File: src/inc/ast_pkg.sv
// constants and types shared by the serial transmitter block
package ast_pkg;

  // register map, byte addresses on the plain register port
  localparam logic [3:0] AST_ADDR_CTRL = 4'h0;
  localparam logic [3:0] AST_ADDR_STATUS = 4'h4;
  localparam logic [3:0] AST_ADDR_DATA = 4'h8;

  // control register field positions
  localparam int AST_CTRL_TE_BIT = 0;
  localparam int AST_CTRL_NINTH_BIT = 1;
  localparam int AST_CTRL_PE_BIT = 2;
  localparam int AST_CTRL_ODD_BIT = 3;
  localparam int AST_CTRL_BRK_BIT = 4;
  localparam int AST_CTRL_OD_BIT = 5;
  localparam int AST_CTRL_WIDTH = 6;

  // status register field positions
  localparam int AST_STAT_DONE_BIT = 7;
  localparam int AST_STAT_EMPTY_BIT = 8;

  // data register field positions
  localparam int AST_DATA_NINTH_BIT = 8;
  localparam int AST_DATA_WIDTH = 9;

  // reset values
  localparam logic [5:0] AST_CTRL_RESET = 6'h00;
  localparam logic [8:0] AST_HOLD_RESET = 9'h000;
  localparam logic AST_EMPTY_RESET = 1'b1;
  localparam logic AST_DONE_RESET = 1'b1;
  localparam logic [10:0] AST_SHIFT_RESET = 11'h7ff;

  // frame lengths in bit-times
  localparam logic [3:0] AST_FRAME_LEN_8 = 4'ha;
  localparam logic [3:0] AST_FRAME_LEN_9 = 4'hb;

  // transmitter sequencer states
  typedef enum logic [2:0] {
    AST_ST_IDLE = 3'b000,
    AST_ST_MARK = 3'b001,
    AST_ST_DATA = 3'b010,
    AST_ST_PREAMBLE = 3'b011,
    AST_ST_BREAK = 3'b100,
    AST_ST_BRK_MARK = 3'b101
  } ast_tx_state_type;

endpackage : ast_pkg

File: src/rtl/ast_reset_sync.sv
// reset release synchroniser for the serial transmitter
`timescale 1ns/1ps
`default_nettype none

module ast_reset_sync (
  input wire logic clk,
  input wire logic arst_n,
  output logic rst_n_sync
);

  typedef struct packed {
    logic stage1;
    logic stage2;
  } ast_sync_state_type;

  ast_sync_state_type s_q;
  ast_sync_state_type s_d;

  // shift a one in after release
  always_comb
  begin
    s_d = s_q;
    s_d.stage1 = 1'b1;
    s_d.stage2 = s_q.stage1;
  end

  // assert at once, release after two edges
  always_ff @(posedge clk or negedge arst_n)
  begin
    if (!arst_n)
    begin
      s_q <= '0;
    end
    else
    begin
      s_q <= s_d;
    end
  end

  assign rst_n_sync = s_q.stage2;

endmodule : ast_reset_sync

`default_nettype wire

File: src/rtl/ast_transmitter.sv
// serial transmitter with shared data register and pin handover
//
// The placing of the registers and the strobed register port are this design's own decisions.
`timescale 1ns/1ps
`default_nettype none

// Function
// receive buffer read and holding write share one address, independent.
// data bit 8 is the ninth bit only in nine-bit format.
// data bits 7..0 are the first eight data bits.
// every lower-byte data access triggers flag clearing and transmit start; here only a data write clears the armed flags.
// shifter drives output pin while enabled or still finishing.
// bit-time is one baud tick; frames are 10 or 11 bits.
// enabling queues an all-ones preamble, after any word in progress.
// after disable, finish shifter, preamble, break, then set done, release pin.
// disable then enable mid-word sends preamble after word, then mark or data.
// after preamble with no new data, output marks high.
// holding write clears empty flag; write while clear overwrites pending.
// at frame end a pending character moves to shifter, empty flag set.
// frame is start bit, data, optional ninth bit, stop bit.
// parity enable replaces last data bit with generated parity.
// nothing queued at frame end sets done and keeps output high.
// break finishes current character, then zero frames until break or enable clear.
// a break is followed by at least one bit-time of mark.
// open-drain select chooses drive style in serial and general use.
// software waits for empty flag before clearing enable.
// message gap: last byte, wait empty, toggle enable, write next byte.
// reset sets empty; status read seeing flag then data write clears it.
// parity sense odd or even comes from a control bit.
module ast_transmitter (
  input wire logic clk,
  input wire logic arst_n,
  input wire logic baud_tick,
  input wire logic [3:0] reg_addr,
  input wire logic [15:0] reg_wdata,
  input wire logic reg_wr,
  input wire logic reg_rd,
  output logic [15:0] reg_rdata,
  input wire logic [8:0] rx_char,
  output logic rx_char_read,
  input wire logic port_data_bit,
  input wire logic port_dir_bit,
  output logic txd_out,
  output logic txd_oe_n,
  output logic tx_active,
  output logic holding_empty_flag,
  output logic transmit_done
);

  typedef struct packed {
    logic [5:0] ctrl;
    logic [8:0] holding;
    logic empty;
    logic done;
    logic arm_empty;
    logic arm_done;
    logic [10:0] shifter;
    ast_pkg::ast_tx_state_type state;
    logic [3:0] bit_cnt;
    logic preamble_pend;
    logic [15:0] rdata;
    logic txd_out;
    logic txd_oe_n;
  } ast_tx_reg_type;

  ast_tx_reg_type s_q;
  ast_tx_reg_type s_d;
  logic rst_n;

  // build shifter image: start, data, ninth or parity, stop
  function automatic logic [10:0] build_frame(
    input logic [8:0] data,
    input logic ninth,
    input logic par_en,
    input logic par_odd
  );
    logic [8:0] d;
    d = data;
    if (!ninth)
    begin
      d[8] = 1'b1;
    end
    if (par_en && ninth)
    begin
      d[8] = (^d[7:0]) ^ par_odd;
    end
    else if (par_en)
    begin
      d[7] = (^d[6:0]) ^ par_odd;
    end
    build_frame = {1'b1, d, 1'b0};
  endfunction : build_frame

  // frame length in bit-times for the current format
  function automatic logic [3:0] frame_len(input logic ninth);
    frame_len = ninth ? ast_pkg::AST_FRAME_LEN_9 : ast_pkg::AST_FRAME_LEN_8;
  endfunction : frame_len

  ast_reset_sync u_reset_sync (
    .clk(clk),
    .arst_n(arst_n),
    .rst_n_sync(rst_n)
  );

  // control field views
  logic te;
  logic ninth;
  logic par_en;
  logic par_odd;
  logic brk;
  logic od;

  assign te = s_q.ctrl[ast_pkg::AST_CTRL_TE_BIT];
  assign ninth = s_q.ctrl[ast_pkg::AST_CTRL_NINTH_BIT];
  assign par_en = s_q.ctrl[ast_pkg::AST_CTRL_PE_BIT];
  assign par_odd = s_q.ctrl[ast_pkg::AST_CTRL_ODD_BIT];
  assign brk = s_q.ctrl[ast_pkg::AST_CTRL_BRK_BIT];
  assign od = s_q.ctrl[ast_pkg::AST_CTRL_OD_BIT];

  // register access decode
  logic wr_ctrl;
  logic wr_data;
  logic rd_ctrl;
  logic rd_status;
  logic rd_data;

  assign wr_ctrl = reg_wr && (reg_addr == ast_pkg::AST_ADDR_CTRL);
  assign wr_data = reg_wr && (reg_addr == ast_pkg::AST_ADDR_DATA);
  assign rd_ctrl = reg_rd && (reg_addr == ast_pkg::AST_ADDR_CTRL);
  assign rd_status = reg_rd && (reg_addr == ast_pkg::AST_ADDR_STATUS);
  assign rd_data = reg_rd && (reg_addr == ast_pkg::AST_ADDR_DATA);

  // sequencer timing views
  logic in_frame;
  logic frame_end;
  logic boundary;

  assign in_frame = (s_q.state == ast_pkg::AST_ST_DATA) ||
                    (s_q.state == ast_pkg::AST_ST_PREAMBLE) ||
                    (s_q.state == ast_pkg::AST_ST_BREAK);
  assign frame_end = baud_tick && in_frame &&
                     (s_q.bit_cnt == frame_len(ninth) - 4'h1);
  assign boundary = frame_end ||
                    (baud_tick && (s_q.state == ast_pkg::AST_ST_IDLE)) ||
                    (baud_tick && (s_q.state == ast_pkg::AST_ST_MARK)) ||
                    (baud_tick && (s_q.state == ast_pkg::AST_ST_BRK_MARK));

  // pin ownership and level
  logic owns_pin;
  logic tx_bit;
  logic pin_val;
  logic pin_drive;

  assign owns_pin = te || (s_q.state != ast_pkg::AST_ST_IDLE);
  always_comb
  begin
    case (s_q.state)
      ast_pkg::AST_ST_DATA: tx_bit = s_q.shifter[0];
      ast_pkg::AST_ST_BREAK: tx_bit = 1'b0;
      default: tx_bit = 1'b1;
    endcase
  end
  assign pin_val = owns_pin ? tx_bit : port_data_bit;
  assign pin_drive = owns_pin || port_dir_bit;

  // next state of the whole block
  always_comb
  begin
    logic done_set;
    logic break_ok;
    done_set = 1'b0;
    break_ok = 1'b0;
    s_d = s_q;
    s_d.rdata = 16'h0000;

    // shift one bit per tick inside a frame
    if (baud_tick && in_frame && !frame_end)
    begin
      s_d.bit_cnt = s_q.bit_cnt + 4'h1;
      s_d.shifter = {1'b1, s_q.shifter[10:1]};
    end

    // choose what follows at each bit boundary
    if (boundary)
    begin
      s_d.bit_cnt = 4'h0;
      break_ok = brk && (te || (s_q.state == ast_pkg::AST_ST_DATA));
      if ((s_q.state == ast_pkg::AST_ST_BREAK) && !(brk && te))
      begin
        s_d.state = ast_pkg::AST_ST_BRK_MARK;
      end
      else if (s_q.state == ast_pkg::AST_ST_BREAK)
      begin
        s_d.state = ast_pkg::AST_ST_BREAK;
      end
      else if (s_q.preamble_pend)
      begin
        s_d.state = ast_pkg::AST_ST_PREAMBLE;
        s_d.preamble_pend = 1'b0;
      end
      else if (break_ok)
      begin
        s_d.state = ast_pkg::AST_ST_BREAK;
      end
      else if (te && !s_q.empty)
      begin
        s_d.state = ast_pkg::AST_ST_DATA;
        s_d.shifter = build_frame(s_q.holding, ninth, par_en, par_odd);
        s_d.empty = 1'b1;
      end
      else if (te)
      begin
        s_d.state = ast_pkg::AST_ST_MARK;
        done_set = (s_q.state != ast_pkg::AST_ST_MARK);
      end
      else
      begin
        s_d.state = ast_pkg::AST_ST_IDLE;
        done_set = (s_q.state != ast_pkg::AST_ST_IDLE);
      end
    end

    // control write; an enable rising edge queues a preamble
    if (wr_ctrl)
    begin
      s_d.ctrl = reg_wdata[ast_pkg::AST_CTRL_WIDTH-1:0];
      if (reg_wdata[ast_pkg::AST_CTRL_TE_BIT] && !te)
      begin
        s_d.preamble_pend = 1'b1;
      end
    end

    // holding write, armed flags clear
    if (wr_data)
    begin
      s_d.holding = reg_wdata[ast_pkg::AST_DATA_WIDTH-1:0];
      if (s_q.arm_empty)
      begin
        s_d.empty = 1'b0;
        s_d.arm_empty = 1'b0;
      end
      if (s_q.arm_done)
      begin
        s_d.done = 1'b0;
        s_d.arm_done = 1'b0;
      end
    end

    // status read arms the flags that are seen set
    if (rd_status)
    begin
      s_d.arm_empty = s_q.empty;
      s_d.arm_done = s_q.done;
    end

    // completion wins over a clear in the same cycle
    if (done_set)
    begin
      s_d.done = 1'b1;
    end

    // read data, valid the cycle after the strobe
    if (rd_ctrl)
    begin
      s_d.rdata = {10'h000, s_q.ctrl};
    end
    else if (rd_status)
    begin
      s_d.rdata = 16'h0000;
      s_d.rdata[ast_pkg::AST_STAT_EMPTY_BIT] = s_q.empty;
      s_d.rdata[ast_pkg::AST_STAT_DONE_BIT] = s_q.done;
    end
    else if (rd_data)
    begin
      s_d.rdata = {8'h00, rx_char[7:0]};
      s_d.rdata[ast_pkg::AST_DATA_NINTH_BIT] = ninth & rx_char[8];
    end

    // pin drive: open-drain only pulls low
    s_d.txd_out = od ? 1'b0 : pin_val;
    s_d.txd_oe_n = !(pin_drive && (!od || !pin_val));
  end

  // state register
  always_ff @(posedge clk or negedge rst_n)
  begin
    if (!rst_n)
    begin
      s_q.ctrl <= ast_pkg::AST_CTRL_RESET;
      s_q.holding <= ast_pkg::AST_HOLD_RESET;
      s_q.empty <= ast_pkg::AST_EMPTY_RESET;
      s_q.done <= ast_pkg::AST_DONE_RESET;
      s_q.arm_empty <= 1'b0;
      s_q.arm_done <= 1'b0;
      s_q.shifter <= ast_pkg::AST_SHIFT_RESET;
      s_q.state <= ast_pkg::AST_ST_IDLE;
      s_q.bit_cnt <= 4'h0;
      s_q.preamble_pend <= 1'b0;
      s_q.rdata <= 16'h0000;
      s_q.txd_out <= 1'b0;
      s_q.txd_oe_n <= 1'b1;
    end
    else
    begin
      s_q <= s_d;
    end
  end

  // outputs
  assign reg_rdata = s_q.rdata;
  assign rx_char_read = rd_data;
  assign txd_out = s_q.txd_out;
  assign txd_oe_n = s_q.txd_oe_n;
  assign tx_active = s_q.state != ast_pkg::AST_ST_IDLE;
  assign holding_empty_flag = s_q.empty;
  assign transmit_done = s_q.done;

endmodule : ast_transmitter

`default_nettype wire

File: config.mk
export PLATFORM = sky130hd
export DESIGN_NAME = ast_transmitter
export DESIGN_NICKNAME = d
export VERILOG_FILES = /design/src/inc/ast_pkg.sv /design/src/rtl/ast_reset_sync.sv /design/src/rtl/ast_transmitter.sv
export SDC_FILE = /design/constraint.sdc
export NUM_CORES = 1
export LEC_CHECK = 0
export BUFFER_PORTS_ARGS = -buffer_cell sky130_fd_sc_hd__buf_4
export CAP_MARGIN = 20
export CORE_MARGIN = 3
export CORE_UTILIZATION = 45
export DETAILED_ROUTE_END_ITERATION = 12
export MAX_ROUTING_LAYER = met4
export PLACE_DENSITY = 0.65
export RECOVER_POWER = 25
export SLEW_MARGIN = 10
export SYNTH_ARGS = -nofsm -noshare
export SYNTH_HDL_FRONTEND = slang
export SYNTH_HIERARCHICAL = 1
export SYNTH_SLANG_ARGS = --single-unit
File: constraint.sdc
create_clock -name clk -period 3.5 [get_ports clk]
set_clock_uncertainty 0.05 [all_clocks]
set_input_delay 0.7 -clock clk [delete_from_list [all_inputs] [get_ports clk]]
set_output_delay 0.7 -clock clk [all_outputs]
set_load 0.02 [all_outputs]
==> results.md <==
## Outcome
• **status** finished with violations
• **failing checks** max-capacitance violations, max-slew violations

## Timing
• **max-slew violation total from the final report** 32
• **Fmax** 435 MHz
• **setup repair after global routing missed its margin** no
• **worst-margin pin slew** 1620 ps
• **post-layout min period** 2300 ps
• **Sum Neg Setup Slack** 0 ps
• **endpoints failing hold** 0
• **Max-Slew Margin vs Limit** -0.0812
• **number of endpoints failing setup at the final stage** 0
• **post-route fraction of the period consumed by the critical path** 0.657
• **least setup slack across all paths after layout** 1200 ps
• **Hold WS** 108 ps

## Worst setup path
• **worst reg-to-reg setup slack** 1200 ps
• **startpoint of the worst-slack reg-to-reg timing path** ninth
• **Required @ worst endpoint** 3690 ps
• **Critical R2R Capture** s_q[31]
• **kind of start point of the critical path** flop
• **worst r2r path cells** 5
• **arrival time of the worst setup path** 2490 ps
• **worst setup path class** reg2reg
• **category of the worst setup path capture point** flop
• **maximum fanout along the worst path** 11

## Hold path
• **worst hold path class** in2async

## CTS
• **CTS sink count** 51
• **Root Driver** sky130_fd_sc_hd__clkbuf_8
• **number of buffers added by the clock tree synthesis step** 5
• **Clock Latency Late Sink** 310 ps
• **clock-pin slew on the worst setup and hold paths** 90 ps
• **buffer depth of the longest clock path** 2
• **setup fix buffers added after clock tree synthesis** 0
• **hold buffers post-CTS** 0
• **CTS tree** built
• **deepest level of the CTS H-tree** 2
• **CTS resizes** 0

## Run
• **Maximum Capacitance Violations** 1

## Routing
• **Detailed Route Iter0 Violations** 84
• **Vias per Instance** 5.13
• **remaining routing DRC violations** 0
• **final routed wirelength across all metal layers** 4880 microns
• **Final ANT Viol Nets** 0
• **overall via count from detail_route** 1751
• **routed wire length per instance** 14.3 microns
• **Pre-antenna DRT Iters** 4

## Global route
• **number of antenna violations at the first check in global routing** 0
• **Tot GR Track Use** 0.166
• **largest net degree at the start of global routing** 50
• **wire length of the first global-routing pass** 7990 microns
• **number of global-route vias before repair** 1631
• **global-route congestion overflow total** 0

## Final layout
• **most common cell after layout, fill and taps aside** sky130_fd_sc_hd__buf_4
• **fraction of final layout cells sized beyond drive strength 1** 0.332
• **antenna cells** 0
• **nets@finish** 307
• **Area growth syn-to-layout** 14.7%
• **leading cell types in the layout, fill and taps excluded** sky130_fd_sc_hd__buf_4, sky130_fd_sc_hd__dfrtp_1, sky130_fd_sc_hd__nand2_1
• **number of filler cells placed in the layout** 476

## Synthesis
• **largest cells by area after synthesis** sky130_fd_sc_hd__dfrtp_1, sky130_fd_sc_hd__dfstp_2, sky130_fd_sc_hd__mux2_2
• **post-synthesis average cell area** 11.0 sq um
• **Post-synth EDFFs** 0
• **top cell type's share of synthesized area** 0.360
• **number of storage elements in the synthesis netlist** 51
• **ys async rst share** 1.00
• **top_reg_cell synth** sky130_fd_sc_hd__dfrtp_1
• **Cell Area, Synth** 2570 sq um
• **distinct cell type count of the synthesized netlist** 44
• **number of cells produced by synthesis** 234
• **fraction of the yosys area taken by sequential cells** 0.503
• **most area-hungry cell type in the Yosys netlist** sky130_fd_sc_hd__dfrtp_1
• **synthesis warning total** 6

## Pwr
• **worst vdd ir** 341 uV
• **proportion of power drawn by combinational gates** 0.338
• **switching part of the total** 0.326
• **Sw Pwr** 642 uW
• **static leakage** 0.00144 uW
• **power per standard cell area** 667 nW/um^2
• **Internal** 1320 uW
• **clock network fraction of design power** 0.187
• **sequential group share of total power** 0.475

## Place
• **global placer's final weighted congestion** 0.820
• **worst setup timing slack at the placement stage** 1210 ps
• **HPWL Detailed** 3520 microns
• **I/O Buffers** 43

## Floorplan
• **number of top-level pins** 58
• **floorplan core area** 5300 sq um
• **initial standard-cell utilization of the core** 0.485
• **overall die height** 81.6 microns
• **Site Rows** 26
• **overall die width** 81.6 microns
• **Die Area** 6650 sq um

## synth_stat cells (2+ instances only)
| master | count |
|---|---|
| sky130_fd_sc_hd__dfstp_2 | 14 |
| sky130_fd_sc_hd__mux2_2 | 14 |
| sky130_fd_sc_hd__nor3_1 | 2 |
| sky130_fd_sc_hd__nand2b_1 | 4 |
| sky130_fd_sc_hd__xnor2_1 | 9 |
| sky130_fd_sc_hd__clkbuf_1 | 3 |
| sky130_fd_sc_hd__o21ai_0 | 5 |
| sky130_fd_sc_hd__buf_4 | 16 |
| sky130_fd_sc_hd__a21oi_1 | 9 |
| sky130_fd_sc_hd__nand2_1 | 36 |
| sky130_fd_sc_hd__nand3b_1 | 2 |
| sky130_fd_sc_hd__a32o_1 | 2 |
| sky130_fd_sc_hd__a22o_1 | 9 |
| sky130_fd_sc_hd__mux2_4 | 6 |
| sky130_fd_sc_hd__buf_6 | 3 |
| sky130_fd_sc_hd__nor3b_1 | 4 |
| sky130_fd_sc_hd__mux2i_1 | 4 |
| sky130_fd_sc_hd__a21o_1 | 3 |
| sky130_fd_sc_hd__dfrtp_1 | 37 |
| sky130_fd_sc_hd__nor2_1 | 18 |
| sky130_fd_sc_hd__inv_1 | 5 |
| sky130_fd_sc_hd__or3_1 | 2 |
| sky130_fd_sc_hd__nand3_1 | 2 |
| sky130_fd_sc_hd__nor2b_1 | 4 |
| sky130_fd_sc_hd__conb_1 | 2 |
## layout make-up
class / instances / area (sq um) / area share
multi-input combinational: 161 / 1110 / 0.376
sequential: 51 / 1290 / 0.439
inverter: 5 / 18.8 / 0.00637
timing repair buffer: 46 / 338 / 0.115
tap: 70 / 87.6 / 0.0297
clock buffer: 8 / 100 / 0.0340
## sequential cells by signal, indices dropped and copies added (netlist names)
signal / count
brk: 1
holding_empty_flag: 1
ninth: 1
od: 1
par_en: 1
par_odd: 1
reg_rdata: 9
s_q: 31
transmit_done: 1
txd_oe_n: 1
txd_out: 1
u_reset_sync/rst_n_sync: 1
u_reset_sync/s_d: 1
## how the worst max path moves through the flow
stage	from	to	slack [ps]	cells past startpoint
2_1_floorplan	reg_addr[1]	rx_char_read	1250	3
3_3_place_gp	ninth	s_q[32]	1220	5
3_5_place_dp	ninth	s_q[31]	1210	5
4_1_cts	ninth	s_q[31]	1180	5
5_1_grt	u_reset_sync/rst_n_sync	s_q[41]	740	1
6_report	ninth	s_q[31]	1200	5
## power by group through the flow
stage / combinational, uW / clock, uW / sequential, uW
6_report: 665 / 368 / 934
2_1_floorplan: 544 / 0 / 910
3_5_place_dp: 661 / 0 / 952
3_3_place_gp: 647 / 0 / 947
4_1_cts: 664 / 380 / 940
5_1_grt: 740 / 404 / 960
## logic make-up (layout without fill, tap and decap cells)
kind of cell	after synthesis	count (layout)	synth area share
other	2	8	0.00292
xor gates and xnor gates	11	11	0.0428
muxes	24	24	0.112
AOI/OAI and AO/OA	38	38	0.109
buffers and inverters	28	59	0.0735
DFF	51	51	0.503
and+or+nand+nor	79	79	0.152
adders and majority gates	1	1	0.00487
## per-layer routing
layer / up-vias / wire, microns / GRT usage
met2: 49 / 2280 / 0.235
met3: 4 / 333 / 0.0428
met4: 0 / 51 / 0.0548
met1: 851 / 2210 / 0.232
li1: 847 / - / -
met5: - / 0 / -
## worst max-delay path, cell delays in order, from the launching register on
cell                       delay [ps]
sky130_fd_sc_hd__dfrtp_1          490
sky130_fd_sc_hd__or3b_4           450
sky130_fd_sc_hd__a21oi_4          200
sky130_fd_sc_hd__a21o_1           360
sky130_fd_sc_hd__nand4b_4         300
sky130_fd_sc_hd__mux2_4           380
## through the flow
step	utilization	total power [uW]	area, sq um	instances
2_1_floorplan	-	1450	2590	240
3_3_place_gp	0.537	1590	2850	332
3_5_place_dp	0.537	1610	2850	332
4_1_cts	0.556	1980	2950	340
5_1_grt	0.556	2100	2950	341
6_report	0.556	1970	2950	341
Note: power is estimated with default switching activity, not from simulation.
